--- src/inc/crt_pkg.sv ---
// Shared constants and types for the CRT status and counter-preset block.
package crt_pkg;
  // Command bytes and the masks that select their opcode bits.
  localparam logic [7:0] CMD_RESET = 8'h00;
  localparam logic [7:0] CMD_START = 8'h20;
  localparam logic [7:0] MASK_OPC3 = 8'hE0;
  localparam logic [7:0] CMD_STOP = 8'h40;
  localparam logic [7:0] CMD_IRQ_ON = 8'hA0;
  localparam logic [7:0] CMD_IRQ_OFF = 8'hC0;
  localparam logic [7:0] CMD_PRESET = 8'hE0;
  localparam logic [7:0] MASK_FULL = 8'hFF;
  // The status byte sits at offset 0x1, selected by the command/parameter line high.
  localparam logic STATUS_SEL = 1'b1;
  // Status byte bit positions.
  localparam int BIT_ZERO = 7;
  localparam int BIT_IE = 6;
  localparam int BIT_IR = 5;
  localparam int BIT_LP = 4;
  localparam int BIT_IC = 3;
  localparam int BIT_VE = 2;
  localparam int BIT_DU = 1;
  localparam int BIT_FO = 0;
  localparam logic [7:0] STATUS_RESET = 8'h00;
  // Preset time in character clocks; clk is the character clock.
  localparam int PRESET_CCLKS = 2;
  localparam int CLKS_PER_CCLK = 1;
  localparam int PRESET_CYCLES = PRESET_CCLKS * CLKS_PER_CCLK;
  localparam logic [1:0] PRESET_LAST = 2'(PRESET_CYCLES - 1);
  localparam logic [1:0] CNT_ZERO = 2'h0;
  localparam logic [1:0] CNT_ONE = 2'h1;
  // Pin vector width: select, read, write, port select and eight data bits.
  localparam int PIN_W = 12;
  localparam logic [PIN_W-1:0] PIN_IDLE = 12'hE00;
  // Positions of the strobes in the synchronised pin vector; the data byte sits below PIN_SEL.
  localparam int PIN_CS = 11;
  localparam int PIN_RD = 10;
  localparam int PIN_WR = 9;
  localparam int PIN_SEL = 8;
  typedef enum logic [2:0] {
    PS_IDLE = 3'b001,
    PS_LOAD = 3'b010,
    PS_HOLD = 3'b100
  } crt_pst_t;
endpackage

--- src/inc/crt_preset_if.sv ---
// Handshake between the command decoder and the counter-preset sequencer.
`timescale 1ns/1ps
interface crt_preset_if;
  logic presetReq;
  logic otherCmd;
  logic presetLoad;
  logic frozen;
  modport ctl(output presetReq, output otherCmd, input presetLoad, input frozen);
  modport seq(input presetReq, input otherCmd, output presetLoad, output frozen);
endinterface

--- src/logic/crt_preset.sv ---
// Counter-preset sequencer: loads the raster counters, then holds them frozen.
`timescale 1ns/1ps
module crt_preset (
  input wire logic clk,
  input wire logic rstn,
  crt_preset_if.seq pif
);
  crt_pkg::crt_pst_t state;
  crt_pkg::crt_pst_t next_state;
  logic [1:0] cnt;
  logic [1:0] next_cnt;

  ////////////////////////////////////////////////////////////////////////////
  always_comb begin
    next_state = state;
    next_cnt = cnt;
    unique case (state)
      crt_pkg::PS_IDLE: begin
        if (pif.presetReq) begin
          next_state = crt_pkg::PS_LOAD; // RULE1
          next_cnt = crt_pkg::CNT_ZERO;
        end
      end
      crt_pkg::PS_LOAD: begin
        // A command arriving mid-load is ignored so the load always completes.
        if (cnt == crt_pkg::PRESET_LAST) begin
          next_state = crt_pkg::PS_HOLD; // RULE2
        end else begin
          next_cnt = cnt + crt_pkg::CNT_ONE;
        end
      end
      crt_pkg::PS_HOLD: begin
        if (pif.presetReq) begin
          next_state = crt_pkg::PS_LOAD;
          next_cnt = crt_pkg::CNT_ZERO;
        end else if (pif.otherCmd) begin
          next_state = crt_pkg::PS_IDLE; // RULE3
        end
      end
      default: begin
        next_state = crt_pkg::PS_IDLE;
      end
    endcase
  end

  always_ff @(posedge clk) begin
    if (!rstn) begin
      state <= crt_pkg::PS_IDLE;
      cnt <= crt_pkg::CNT_ZERO;
    end else begin
      state <= next_state;
      cnt <= next_cnt;
    end
  end

  assign pif.presetLoad = (state == crt_pkg::PS_LOAD); // RULE1
  assign pif.frozen = (state != crt_pkg::PS_IDLE); // RULE3
endmodule

--- src/logic/crt_status.sv ---
// Status byte, display flags and command decoding for the CRT controller.
//
// Overview of operation
// RULE1 - Preset command loads the raster counters to the top-left screen position.
// RULE2 - Preset takes two character clocks; host waits before trusting counters.
// RULE3 - Counters stay frozen after preset until any other command arrives.
// RULE4 - Status read returns zero in bit 7 and seven flags below it.
// RULE5 - Interrupt-enable flag set or cleared by command; gates retrace interrupt.
// RULE6 - Start-display sets interrupt enable; reset command clears it.
// RULE7 - Last row start with interrupts enabled sets interrupt request.
// RULE8 - Interrupt request clears after a completed status read.
// RULE9 - Light-pen flag sets once position captured; clears after status read.
// RULE10 - Wrong parameter count sets improper-command flag; clears after status read.
// RULE11 - Video-enable flag set by start, cleared by stop or reset.
// RULE12 - Late DMA data sets underrun flag; clears after status read.
// RULE13 - Underrun stops DMA and blanks screen until next vertical retrace ends.
// RULE14 - FIFO overfill sets overrun flag; clears on status read.
// RULE15 - Preset command is byte 0xE0 on the command port, no parameters.
// RULE16 - Stop-display disables video only; interrupts and retrace keep running.
// RULE17 - Start-display enables interrupts, DMA requests and video.
// RULE18 - Read-cleared flags clear after the read ends; byte shows start values.
`timescale 1ns/1ps
module crt_status (
  input wire logic clk,
  input wire logic rstn,
  input wire logic csN,
  input wire logic rdN,
  input wire logic wrN,
  input wire logic cpSel,
  input wire logic [7:0] dbIn,
  output logic [7:0] dbOut,
  output logic dbOe,
  input wire logic lastRowStart,
  input wire logic vRetraceEnd,
  input wire logic penLoaded,
  input wire logic paramCountErr,
  input wire logic dmaLate,
  input wire logic fifoOverfill,
  output logic irqOut,
  output logic videoOut,
  output logic dmaOut,
  output logic blankOut,
  output logic presetLoad,
  output logic counterFreeze
);
  localparam int W = crt_pkg::PIN_W;

  // Pin synchroniser: three stages, a bit changes once stages two and three agree.
  logic [W-1:0] syn1, syn2, syn3, pinF;
  logic [W-1:0] next_pinF;
  logic rdAct, wrAct, rdActD, wrActD, rdStart, rdEnd, wrEnd;
  logic [7:0] cmdHold, next_cmdHold;
  logic ie, ir, lp, ic, ve, du, fo, blank, dmaEn;
  logic next_ie, next_ir, next_lp, next_ic, next_ve, next_du, next_fo, next_blank, next_dmaEn;
  logic [7:0] status, next_dbOut;
  logic cmdReset, cmdStart, cmdStop, cmdIrqOn, cmdIrqOff, cmdPreset;
  crt_preset_if pif();

  ////////////////////////////////////////////////////////////////////////////
  always_comb begin
    next_pinF = ((syn2 ~^ syn3) & syn3) | ((syn2 ^ syn3) & pinF);
  end

  always_ff @(posedge clk) begin
    if (!rstn) begin
      syn1 <= crt_pkg::PIN_IDLE;
      syn2 <= crt_pkg::PIN_IDLE;
      syn3 <= crt_pkg::PIN_IDLE;
      pinF <= crt_pkg::PIN_IDLE;
    end else begin
      syn1 <= {csN, rdN, wrN, cpSel, dbIn};
      syn2 <= syn1;
      syn3 <= syn2;
      pinF <= next_pinF;
    end
  end

  // Status lives at the select-high port; reads at the other port are not ours.
  assign rdAct = !pinF[crt_pkg::PIN_CS] && !pinF[crt_pkg::PIN_RD]
    && (pinF[crt_pkg::PIN_SEL] == crt_pkg::STATUS_SEL); // RULE4
  assign wrAct = !pinF[crt_pkg::PIN_CS] && !pinF[crt_pkg::PIN_WR]
    && (pinF[crt_pkg::PIN_SEL] == crt_pkg::STATUS_SEL);
  // An event landing inside the read window is cleared unseen; the host only sees it if it fires again.
  assign rdStart = rdAct && !rdActD;
  assign rdEnd = !rdAct && rdActD;
  assign wrEnd = !wrAct && wrActD;

  ////////////////////////////////////////////////////////////////////////////
  // Commands act when the write strobe ends, with the byte held during it.
  always_comb begin
    next_cmdHold = wrAct ? pinF[crt_pkg::PIN_SEL-1:0] : cmdHold;
  end

  assign cmdReset = wrEnd && ((cmdHold & crt_pkg::MASK_OPC3) == crt_pkg::CMD_RESET);
  assign cmdStart = wrEnd && ((cmdHold & crt_pkg::MASK_OPC3) == crt_pkg::CMD_START);
  assign cmdStop = wrEnd && (cmdHold == crt_pkg::CMD_STOP);
  assign cmdIrqOn = wrEnd && (cmdHold == crt_pkg::CMD_IRQ_ON);
  assign cmdIrqOff = wrEnd && (cmdHold == crt_pkg::CMD_IRQ_OFF);
  assign cmdPreset = wrEnd && ((cmdHold & crt_pkg::MASK_FULL) == crt_pkg::CMD_PRESET); // RULE15

  assign pif.presetReq = cmdPreset; // RULE1
  assign pif.otherCmd = wrEnd && !cmdPreset; // RULE3

  crt_preset crt_preset_inst (
    .clk(clk),
    .rstn(rstn),
    .pif(pif)
  );

  ////////////////////////////////////////////////////////////////////////////
  always_comb begin
    status = crt_pkg::STATUS_RESET;
    status[crt_pkg::BIT_IE] = ie;
    status[crt_pkg::BIT_IR] = ir;
    status[crt_pkg::BIT_LP] = lp;
    status[crt_pkg::BIT_IC] = ic;
    status[crt_pkg::BIT_VE] = ve;
    status[crt_pkg::BIT_DU] = du;
    status[crt_pkg::BIT_FO] = fo;
    status[crt_pkg::BIT_ZERO] = 1'b0; // RULE4
  end

  // A set arriving in the clearing cycle wins, so that event is not lost.
  always_comb begin
    next_dbOut = rdStart ? status : dbOut; // RULE18
    next_ie = ie;
    if (cmdStart || cmdIrqOn) begin
      next_ie = 1'b1; // RULE6 RULE17
    end else if (cmdReset || cmdIrqOff) begin
      next_ie = 1'b0; // RULE5
    end
    next_ve = ve;
    if (cmdStart) begin
      next_ve = 1'b1; // RULE11
    end else if (cmdStop || cmdReset) begin
      next_ve = 1'b0; // RULE16
    end
    next_ir = (ir && !rdEnd) || (lastRowStart && ie); // RULE7 RULE8
    next_lp = (lp && !rdEnd) || penLoaded; // RULE9
    next_ic = (ic && !rdEnd) || paramCountErr; // RULE10
    next_du = (du && !rdEnd) || dmaLate; // RULE12
    next_fo = (fo && !rdEnd) || fifoOverfill; // RULE14
    next_blank = blank;
    if (dmaLate) begin
      next_blank = 1'b1; // RULE13
    end else if (vRetraceEnd || cmdReset) begin
      next_blank = 1'b0;
    end
    next_dmaEn = dmaEn;
    if (cmdStart) begin
      next_dmaEn = 1'b1; // RULE17
    end else if (cmdReset) begin
      next_dmaEn = 1'b0;
    end
  end

  always_ff @(posedge clk) begin
    if (!rstn) begin
      rdActD <= 1'b0;
      wrActD <= 1'b0;
      cmdHold <= crt_pkg::STATUS_RESET;
      dbOut <= crt_pkg::STATUS_RESET;
      {ie, ir, lp, ic, ve, du, fo} <= 7'h00;
      blank <= 1'b0;
      dmaEn <= 1'b0;
      dbOe <= 1'b0;
      irqOut <= 1'b0;
      videoOut <= 1'b0;
      dmaOut <= 1'b0;
    end else begin
      rdActD <= rdAct;
      wrActD <= wrAct;
      cmdHold <= next_cmdHold;
      dbOut <= next_dbOut;
      {ie, ir, lp, ic, ve, du, fo} <= {next_ie, next_ir, next_lp, next_ic, next_ve, next_du, next_fo};
      blank <= next_blank;
      dmaEn <= next_dmaEn;
      dbOe <= rdAct;
      irqOut <= next_ir; // RULE5
      videoOut <= next_ve && !next_blank; // RULE13
      // DMA pauses while blanked and picks up again after the retrace that ends it.
      dmaOut <= next_dmaEn && !next_blank; // RULE13
    end
  end

  assign blankOut = blank;
  assign presetLoad = pif.presetLoad;
  // Any command other than preset, stop-display included, releases the freeze.
  assign counterFreeze = pif.frozen; // RULE3
endmodule
--- config.mk ---
export PLATFORM = sky130hd
export DESIGN_NAME = crt_status
export DESIGN_NICKNAME = d
export VERILOG_FILES = /design/src/inc/crt_pkg.sv /design/src/inc/crt_preset_if.sv /design/src/logic/crt_preset.sv /design/src/logic/crt_status.sv
export SDC_FILE = /design/constraint.sdc
export NUM_CORES = 1
export LEC_CHECK = 0
export ABC_AREA = 1
export ABC_CLOCK_PERIOD_IN_PS = 1700
export BUFFER_PORTS_ARGS = -buffer_cell sky130_fd_sc_hd__buf_2
export CAP_MARGIN = 40
export CORE_ASPECT_RATIO = 0.8
export CORE_MARGIN = 1.5
export CORE_UTILIZATION = 56
export CTS_CLUSTER_DIAMETER = 200
export CTS_CLUSTER_SIZE = 12
export DETAILED_ROUTE_END_ITERATION = 6
export GPL_TIMING_DRIVEN = 0
export PLACE_DENSITY_LB_ADDON = 0.15
export RECOVER_POWER = 50
export REMOVE_ABC_BUFFERS = 1
export SLEW_MARGIN = 20
export SYNTH_ARGS = -nofsm -noshare
export SYNTH_HDL_FRONTEND = slang
export SYNTH_SLANG_ARGS = --single-unit
--- constraint.sdc ---
create_clock -name clk -period 1.7 [get_ports clk]
set_clock_uncertainty 0.05 [all_clocks]
set_input_delay 0.34 -clock clk [delete_from_list [all_inputs] [get_ports clk]]
set_output_delay 0.34 -clock clk [all_outputs]
set_load 0.03 [all_outputs]
# Word level (Yosys, flattened, before mapping)
# Cells that the tools add are included.
# classes
addsub	1
eq_ne	15
n_mux	16
n_bitwise	5
reduce_logical	46
# op_table
cell	count
AND 12 bit	2
== test 8 bit (second input constant)	3
logical AND 1 bit	22
2-to-1 mux 3 bit	4
bitwise OR 12 bit	1
XNOR 12 bit	1
bitwise XOR 12 bit	1
zero test 1 bit	9
logical OR 1 bit	9
one-hot mux 3 bit (3 select lines)	1
== test 8 x 7 -> 1 bit (second input constant)	1
zero test 8 bit	1
2-to-1 mux 1 bit	8
== test 3 x 1 -> 1 bit (second input constant)	2
AND reduction 3 bit	2
2-to-1 mux 2 bit	2
!= test 2 x 1 -> 1 bit (second input constant)	2
!= test 2 bit (second input constant)	2
one-hot mux 2 bit (2 select lines)	1
nonzero test 2 bit	2
== test 3 x 2 -> 1 bit (second input constant)	1
== test 3 bit (second input constant)	1
!= test 3 x 1 -> 1 bit (second input constant)	1
!= test 3 x 2 -> 1 bit (second input constant)	1
3 further kinds	3
# word_totals
reg_bits	81
in_bits	20
out_inout_bits	15
elab_cells	104

# Depth between registers and ports, before layout
# logic_depth
word_depth	11
ltp_mapped	9
mapped_depth_nobuf	9

# Modules after synthesis
# From an unflattened synthesis, not the netlist that was laid out.
# hier_totals
hier_cells	338
hier_area_um2	2901.5
# by_module_without_submodules
mod	n_inst	cells_each	area_each_um2	seq_area_each_um2
crt_status	1	291	2596.2	1521.5
crt_preset	1	47	305.3	100.1

# Worst setup path after synthesis
# No wires, ideal clock.
# synth_path
path_kind	reg2reg
start	register crt_preset_inst.state[2]
end	register crt_preset_inst.cnt[0]
setup_ns	0.113
arrival_ns	1.305
required_time_ns	1.537
setup_slack_ns	0.233
stages_incl_launch_ff	7
n_path_buf	0
synth_period_minus_slack_ns	1.467
path_cell_list	dfxtp_1 nor3_2 nand2_1 nand2_1 inv_1 nor2_1 nor2_1
# synth_via
word_cells_on_any_way	9
cone_classes	eq/ne (5); mux (1); reduce/logical (3)
# synth_lines
element	line_no	text
start, declared	crt_preset.sv:8	crt_pkg::crt_pst_t state;
start signal, assigned	crt_preset.sv:48	state <= crt_pkg::PS_IDLE;
start signal, assigned	crt_preset.sv:51	state <= next_state;
== test 3 x 2 -> 1 bit (*)	n/a	
named net presetLoad	crt_status.sv:43	output logic presetLoad,
!= test 2 bit (no line) or nonzero test 2 bit (tied branches)	n/a	
AND reduction 3 bit (no line)	n/a	
end signal, assigned	crt_preset.sv:49	cnt <= crt_pkg::CNT_ZERO;
end signal, assigned	crt_preset.sv:52	cnt <= next_cnt;
end, declared	crt_preset.sv:10	logic [1:0] cnt;
# The timed path passes the listed nets; every way through them passes the cells marked *.
# A chain may end at the register's enable or synchronous reset.

# Final worst setup path
# layout_path
start	register crt_preset_inst.state[2]
end	output presetLoad
# layout_via
elab_chain_len	1
# layout_rtl
element	line_no	text
== test 3 x 2 -> 1 bit	crt_preset.sv:56	assign pif.presetLoad = (state == crt_pkg::PS_LOAD);
end, declared	crt_status.sv:43	
# No other way between the ends.

==> metrics list <==
* Number of antenna violations at the first check in global routing: 0
* Multiplexer fraction of the synthesized cell area: 0%
* Simple-gate area share of the yosys netlist: 20.0%
* Number of buffers and inverters on the critical path: 1
* Quantity of I/O buffers inserted on ports: 33
* Average cell area after synthesis: 8.50 um^2
- Drt first-iter violations: 61
- Of the cells placed in the final design, the portion with a size suffix greater than 1 is 17.0%.
* PD cells: 1070 nW/um^2
- For the worst flop-to-flop path, the logic depth is 5.
- Setup repair after global routing missed its margin: no
- The signal on the critical path passes through nor3_2 > buf_2.
- Total Nets Final: 404
- Synth Area in Compound Gates: 9.34%
- At the placement stage, the worst setup path has a slack of -400 ps.
- Entering global routing, the biggest net connects 50 pins.
- Setup violations remaining at the end of the flow were counted as 0.
* Yosys synthesis warning count: 0
* Period Utilization, post-route: 92.8%
* Clock root cell: sky130_fd_sc_hd__clkbuf_8
* Clock sink total: 81
* Final WS setup: 122 ps
- Global-route wire length before repair: 7170 um
* FP Rows: 23
- Ports: 35
- Dividing the detail-routed wire length by the instance count gives 9.68 um.
- Detailed Route WL: 4240 um
- The routed layout has 2007 vias.
- Core Area: 4980 um^2
* Family of cells with the greatest summed delay on the critical path: flip-flops
- The max-slew violation count is 0.
- Worst hold-check path type: in2reg
- Counting distinct cell types in the post-synthesis netlist gives 27.
- Worst reg2reg path startpoint: pinF[11]
- Cell area after synthesis: 2870 um^2
* Detailed-placement wirelength estimate: 2880 um
- The count of final hold-check violations is 0.
- From bottom edge to top edge, the die measures 67.0 um.
* Global placer's final weighted congestion: 0.730
- In this run the static leakage power is 1.63 nW.
- The total overflow left after global routing is 0.
- For hold timing, the worst endpoint is syn1[6].
* Clock tree from TritonCTS: done
- Sequential Area: 1620 um^2
* Count of filler cells inserted in the layout: 431
* Worst max-slew margin expressed relative to the limit: 57.3%
- Max stage delay on crit path: 340 ps
* Worst setup path class: reg2out
- Most area-consuming cells after synthesis: sky130_fd_sc_hd__dfxtp_1 (57%), sky130_fd_sc_hd__nand2_1 (7.9%), sky130_fd_sc_hd__inv_1 (6.3%)
* Sequential cell area fraction in the yosys report: 56.6%
* Power consumption: 3.51 mW
* Required time of the worst setup path: 1310 ps
* ANT nets after route: 0
* Depth of the CTS H-tree: 3
- Global routing used 16.7% of the available tracks across all layers.
* Time the final worst path needs with I/O delays and setup: 1580 ps
- Of the total synthesized cell area, the portion taken by full adders, half adders and majority gates is 5.68%.
- Worst Setup End Kind: output port
- Max Clk Rate: 634 MHz
- Peak VDD IR: 0.858 mV
- Status: finished clean
* Min-Delay Path Depth: 3
- Number of instances in the synthesized netlist: 337
* Number of global-route vias before repair: 1716
* Maximum buffer depth of the clock tree: 2
- Element type at the critical path start: flop
- Reg-to-reg critical path endpoint: dbOut[5]
* Clock transition at path regs: 80 ps
* Proportion of netlist area held by the largest area contributor: 56.6%
- Of all nets on the critical path, the largest fanout is 4.
* Reg-to-reg slack, setup: 220 ps
- The die is 83.0 um wide.
- Mean number of vias per cell: 4.58
- Multi-input gate area in the final layout: 1000 um^2
- Number of buffers added to fix hold violations after cts: 0
- Summing the areas of all xor and xnor instances in the mapped netlist gives 0% of the synthesized area.
- Combinational family with the most area after synthesis: simple AND/OR/NAND/NOR gates
* Number of synthesized register bits: 81
- Initial cell density of the core: 57.6%
* Signal arrival time at the worst endpoint: 1190 ps
- Clock latency on the worst-skew pair, taken at its later pin, is 340 ps.
- The tool flagged a number of max-cap violations equal to 0.
- Area growth, synth to finish: 14.1%
- At the pin with the least slew margin, the transition time is 640 ps.
- The die covers 5560 um^2.
- The pre-antenna-repair detailed-routing pass consisted of 4 iterations.
- Hold path startpoint: dbIn[6]
- After detailed routing, the number of remaining DRC violations is 0.
- Cell type contributing the most total cell area after synthesis: sky130_fd_sc_hd__dfxtp_1
* Antenna cells: 0
- TritonCTS created 9 clock buffers.
* CP max stage cell: sky130_fd_sc_hd__dfxtp_1
-- state kept, by name (all words and copies together) (netlist names), 2 cells and up --
| name | count |
|---|---|
| cmdHold | 8 |
| pinF | 12 |
| crt_preset_inst.cnt | 2 |
| syn2 | 12 |
| syn1 | 12 |
| dbOut | 7 |
| crt_preset_inst.state | 3 |
| syn3 | 12 |
-- worst max path at each step --
stage,endpoint,from,slack (ps),depth (start not counted)
2_1_floorplan,crt_preset_inst.cnt[0],crt_preset_inst.state[2],230,6
3_3_place_gp,syn2[9],rstn,-640,3
6_report,presetLoad,crt_preset_inst.state[2],120,2
4_1_cts,presetLoad,crt_preset_inst.state[2],110,2
3_5_place_dp,dmaOut,rstn,-400,5
5_1_grt,presetLoad,crt_preset_inst.state[1],40,3
-- power by group --
group	internal, mW	switching, mW	total (mW)
combinational	0.0508	0.0687	0.119
sequential	1.94	0.0176	1.96
clock	0.796	0.632	1.43
total	2.79	0.718	3.51
-- worst min-delay path, cell delays in order --
cell and delay, ps:
sky130_fd_sc_hd__buf_2 70, sky130_fd_sc_hd__nand2_1 40, sky130_fd_sc_hd__inv_1 40
-- metrics by stage --
| step | cells | hold slack, ps | setup TNS, ps | util (%) | instance area [um^2] |
|---|---|---|---|---|---|
| after floorplan | 326 | 340 | 0 | - | 2810 |
| after global placement | 421 | 342 | -14210 | 61.3 | 3050 |
| after detailed placement | 422 | 350 | -8430 | 61.6 | 3070 |
| after CTS | 438 | 110 | 0 | 65.9 | 3280 |
| after global routing | 438 | 111 | 0 | 65.7 | 3270 |
| final | 438 | 124 | 0 | 65.7 | 3270 |
-- synthesized netlist by cell type --
| cell | instances |
|---|---|
| sky130_fd_sc_hd__o21ai_1 | 2 |
| sky130_fd_sc_hd__ha_1 | 13 |
| sky130_fd_sc_hd__o21ai_0 | 13 |
| sky130_fd_sc_hd__or2_4 | 1 |
| sky130_fd_sc_hd__conb_1 | 1 |
| sky130_fd_sc_hd__nand3b_1 | 1 |
| sky130_fd_sc_hd__and2_1 | 1 |
| sky130_fd_sc_hd__dfxtp_1 | 81 |
| sky130_fd_sc_hd__a21oi_4 | 1 |
| sky130_fd_sc_hd__clkbuf_1 | 3 |
| sky130_fd_sc_hd__nand2_1 | 60 |
| sky130_fd_sc_hd__nor3_1 | 2 |
| sky130_fd_sc_hd__a21oi_2 | 2 |
| sky130_fd_sc_hd__nor3_2 | 1 |
| sky130_fd_sc_hd__buf_1 | 2 |
| sky130_fd_sc_hd__o21ai_2 | 1 |
| sky130_fd_sc_hd__nand3_2 | 1 |
| sky130_fd_sc_hd__nand2_2 | 2 |
| sky130_fd_sc_hd__buf_4 | 1 |
| sky130_fd_sc_hd__buf_6 | 1 |
| sky130_fd_sc_hd__or2_2 | 10 |
| sky130_fd_sc_hd__nand3_1 | 6 |
| sky130_fd_sc_hd__nor2_2 | 2 |
| sky130_fd_sc_hd__a21oi_1 | 30 |
| sky130_fd_sc_hd__nor2_1 | 47 |
| sky130_fd_sc_hd__inv_1 | 48 |
| sky130_fd_sc_hd__buf_2 | 4 |
-- layout make-up --
cell class | instances | share of cell area, %
well taps | 62 | 2.37
clock buffers | 12 | 5.05
inverters | 48 | 5.51
clock inverters | 4 | 1.53
flip-flops and latches | 81 | 49.6
multi-input cells | 197 | 30.6
repair buffers | 34 | 5.39
-- routing by layer --
| layer | part of all wire, % | global-route usage, % | wire length, um | up-vias |
|---|---|---|---|---|
| li1 | - | - | - | 1100 |
| met1 | 49 | 17.9 | 2070 | 864 |
| met2 | 45 | 29.4 | 1890 | 36 |
| met3 | 5.0 | 6.82 | 211 | 7 |
| met4 | 1.5 | 7.50 | 62 | 0 |
| met5 | 0 | 0 | 0 | - |
-- kinds of logic (layout without fill, tap and decap cells) --
family / Yosys count / count (layout)
AO/OA/AOI/OAI: 49 / 49
other: 1 / 1
flip-flops: 81 / 81
AND/OR/NAND/NOR: 134 / 134
adder cells (fa/ha/maj): 13 / 13
buffers and inverters: 59 / 98
-- what timing repair did --
| action | in CTS | in global routing |
|---|---|---|
| endpoints found under the setup margin | 1 | 0 |
| resized for setup | 1 | 0 |
| setup buffers | 0 | 0 |
-- cells in the final DEF (no fill, tap or decap) --
cell,instances
sky130_fd_sc_hd__dfxtp_1,81
sky130_fd_sc_hd__buf_8,1
sky130_fd_sc_hd__bufinv_16,1
sky130_fd_sc_hd__nand2_2,2
sky130_fd_sc_hd__a21oi_2,2
sky130_fd_sc_hd__ha_1,13
sky130_fd_sc_hd__nand3_2,1
sky130_fd_sc_hd__o21ai_0,15
sky130_fd_sc_hd__o21ai_1,1
sky130_fd_sc_hd__inv_1,48
sky130_fd_sc_hd__nor3_2,1
sky130_fd_sc_hd__clkbuf_1,5
sky130_fd_sc_hd__or2_2,10
sky130_fd_sc_hd__buf_4,1
sky130_fd_sc_hd__clkinvlp_4,2
sky130_fd_sc_hd__conb_1,1
sky130_fd_sc_hd__nor2_2,2
sky130_fd_sc_hd__a21oi_4,1
sky130_fd_sc_hd__clkinv_2,1
sky130_fd_sc_hd__buf_2,27
sky130_fd_sc_hd__a21oi_1,30
sky130_fd_sc_hd__or2_0,1
sky130_fd_sc_hd__and2_1,1
sky130_fd_sc_hd__nand3_1,6
sky130_fd_sc_hd__clkbuf_8,12
sky130_fd_sc_hd__nor3_1,2
sky130_fd_sc_hd__nand3b_1,1
sky130_fd_sc_hd__nor2_1,47
sky130_fd_sc_hd__nand2_1,60
(Power assumes the default switching activity.)
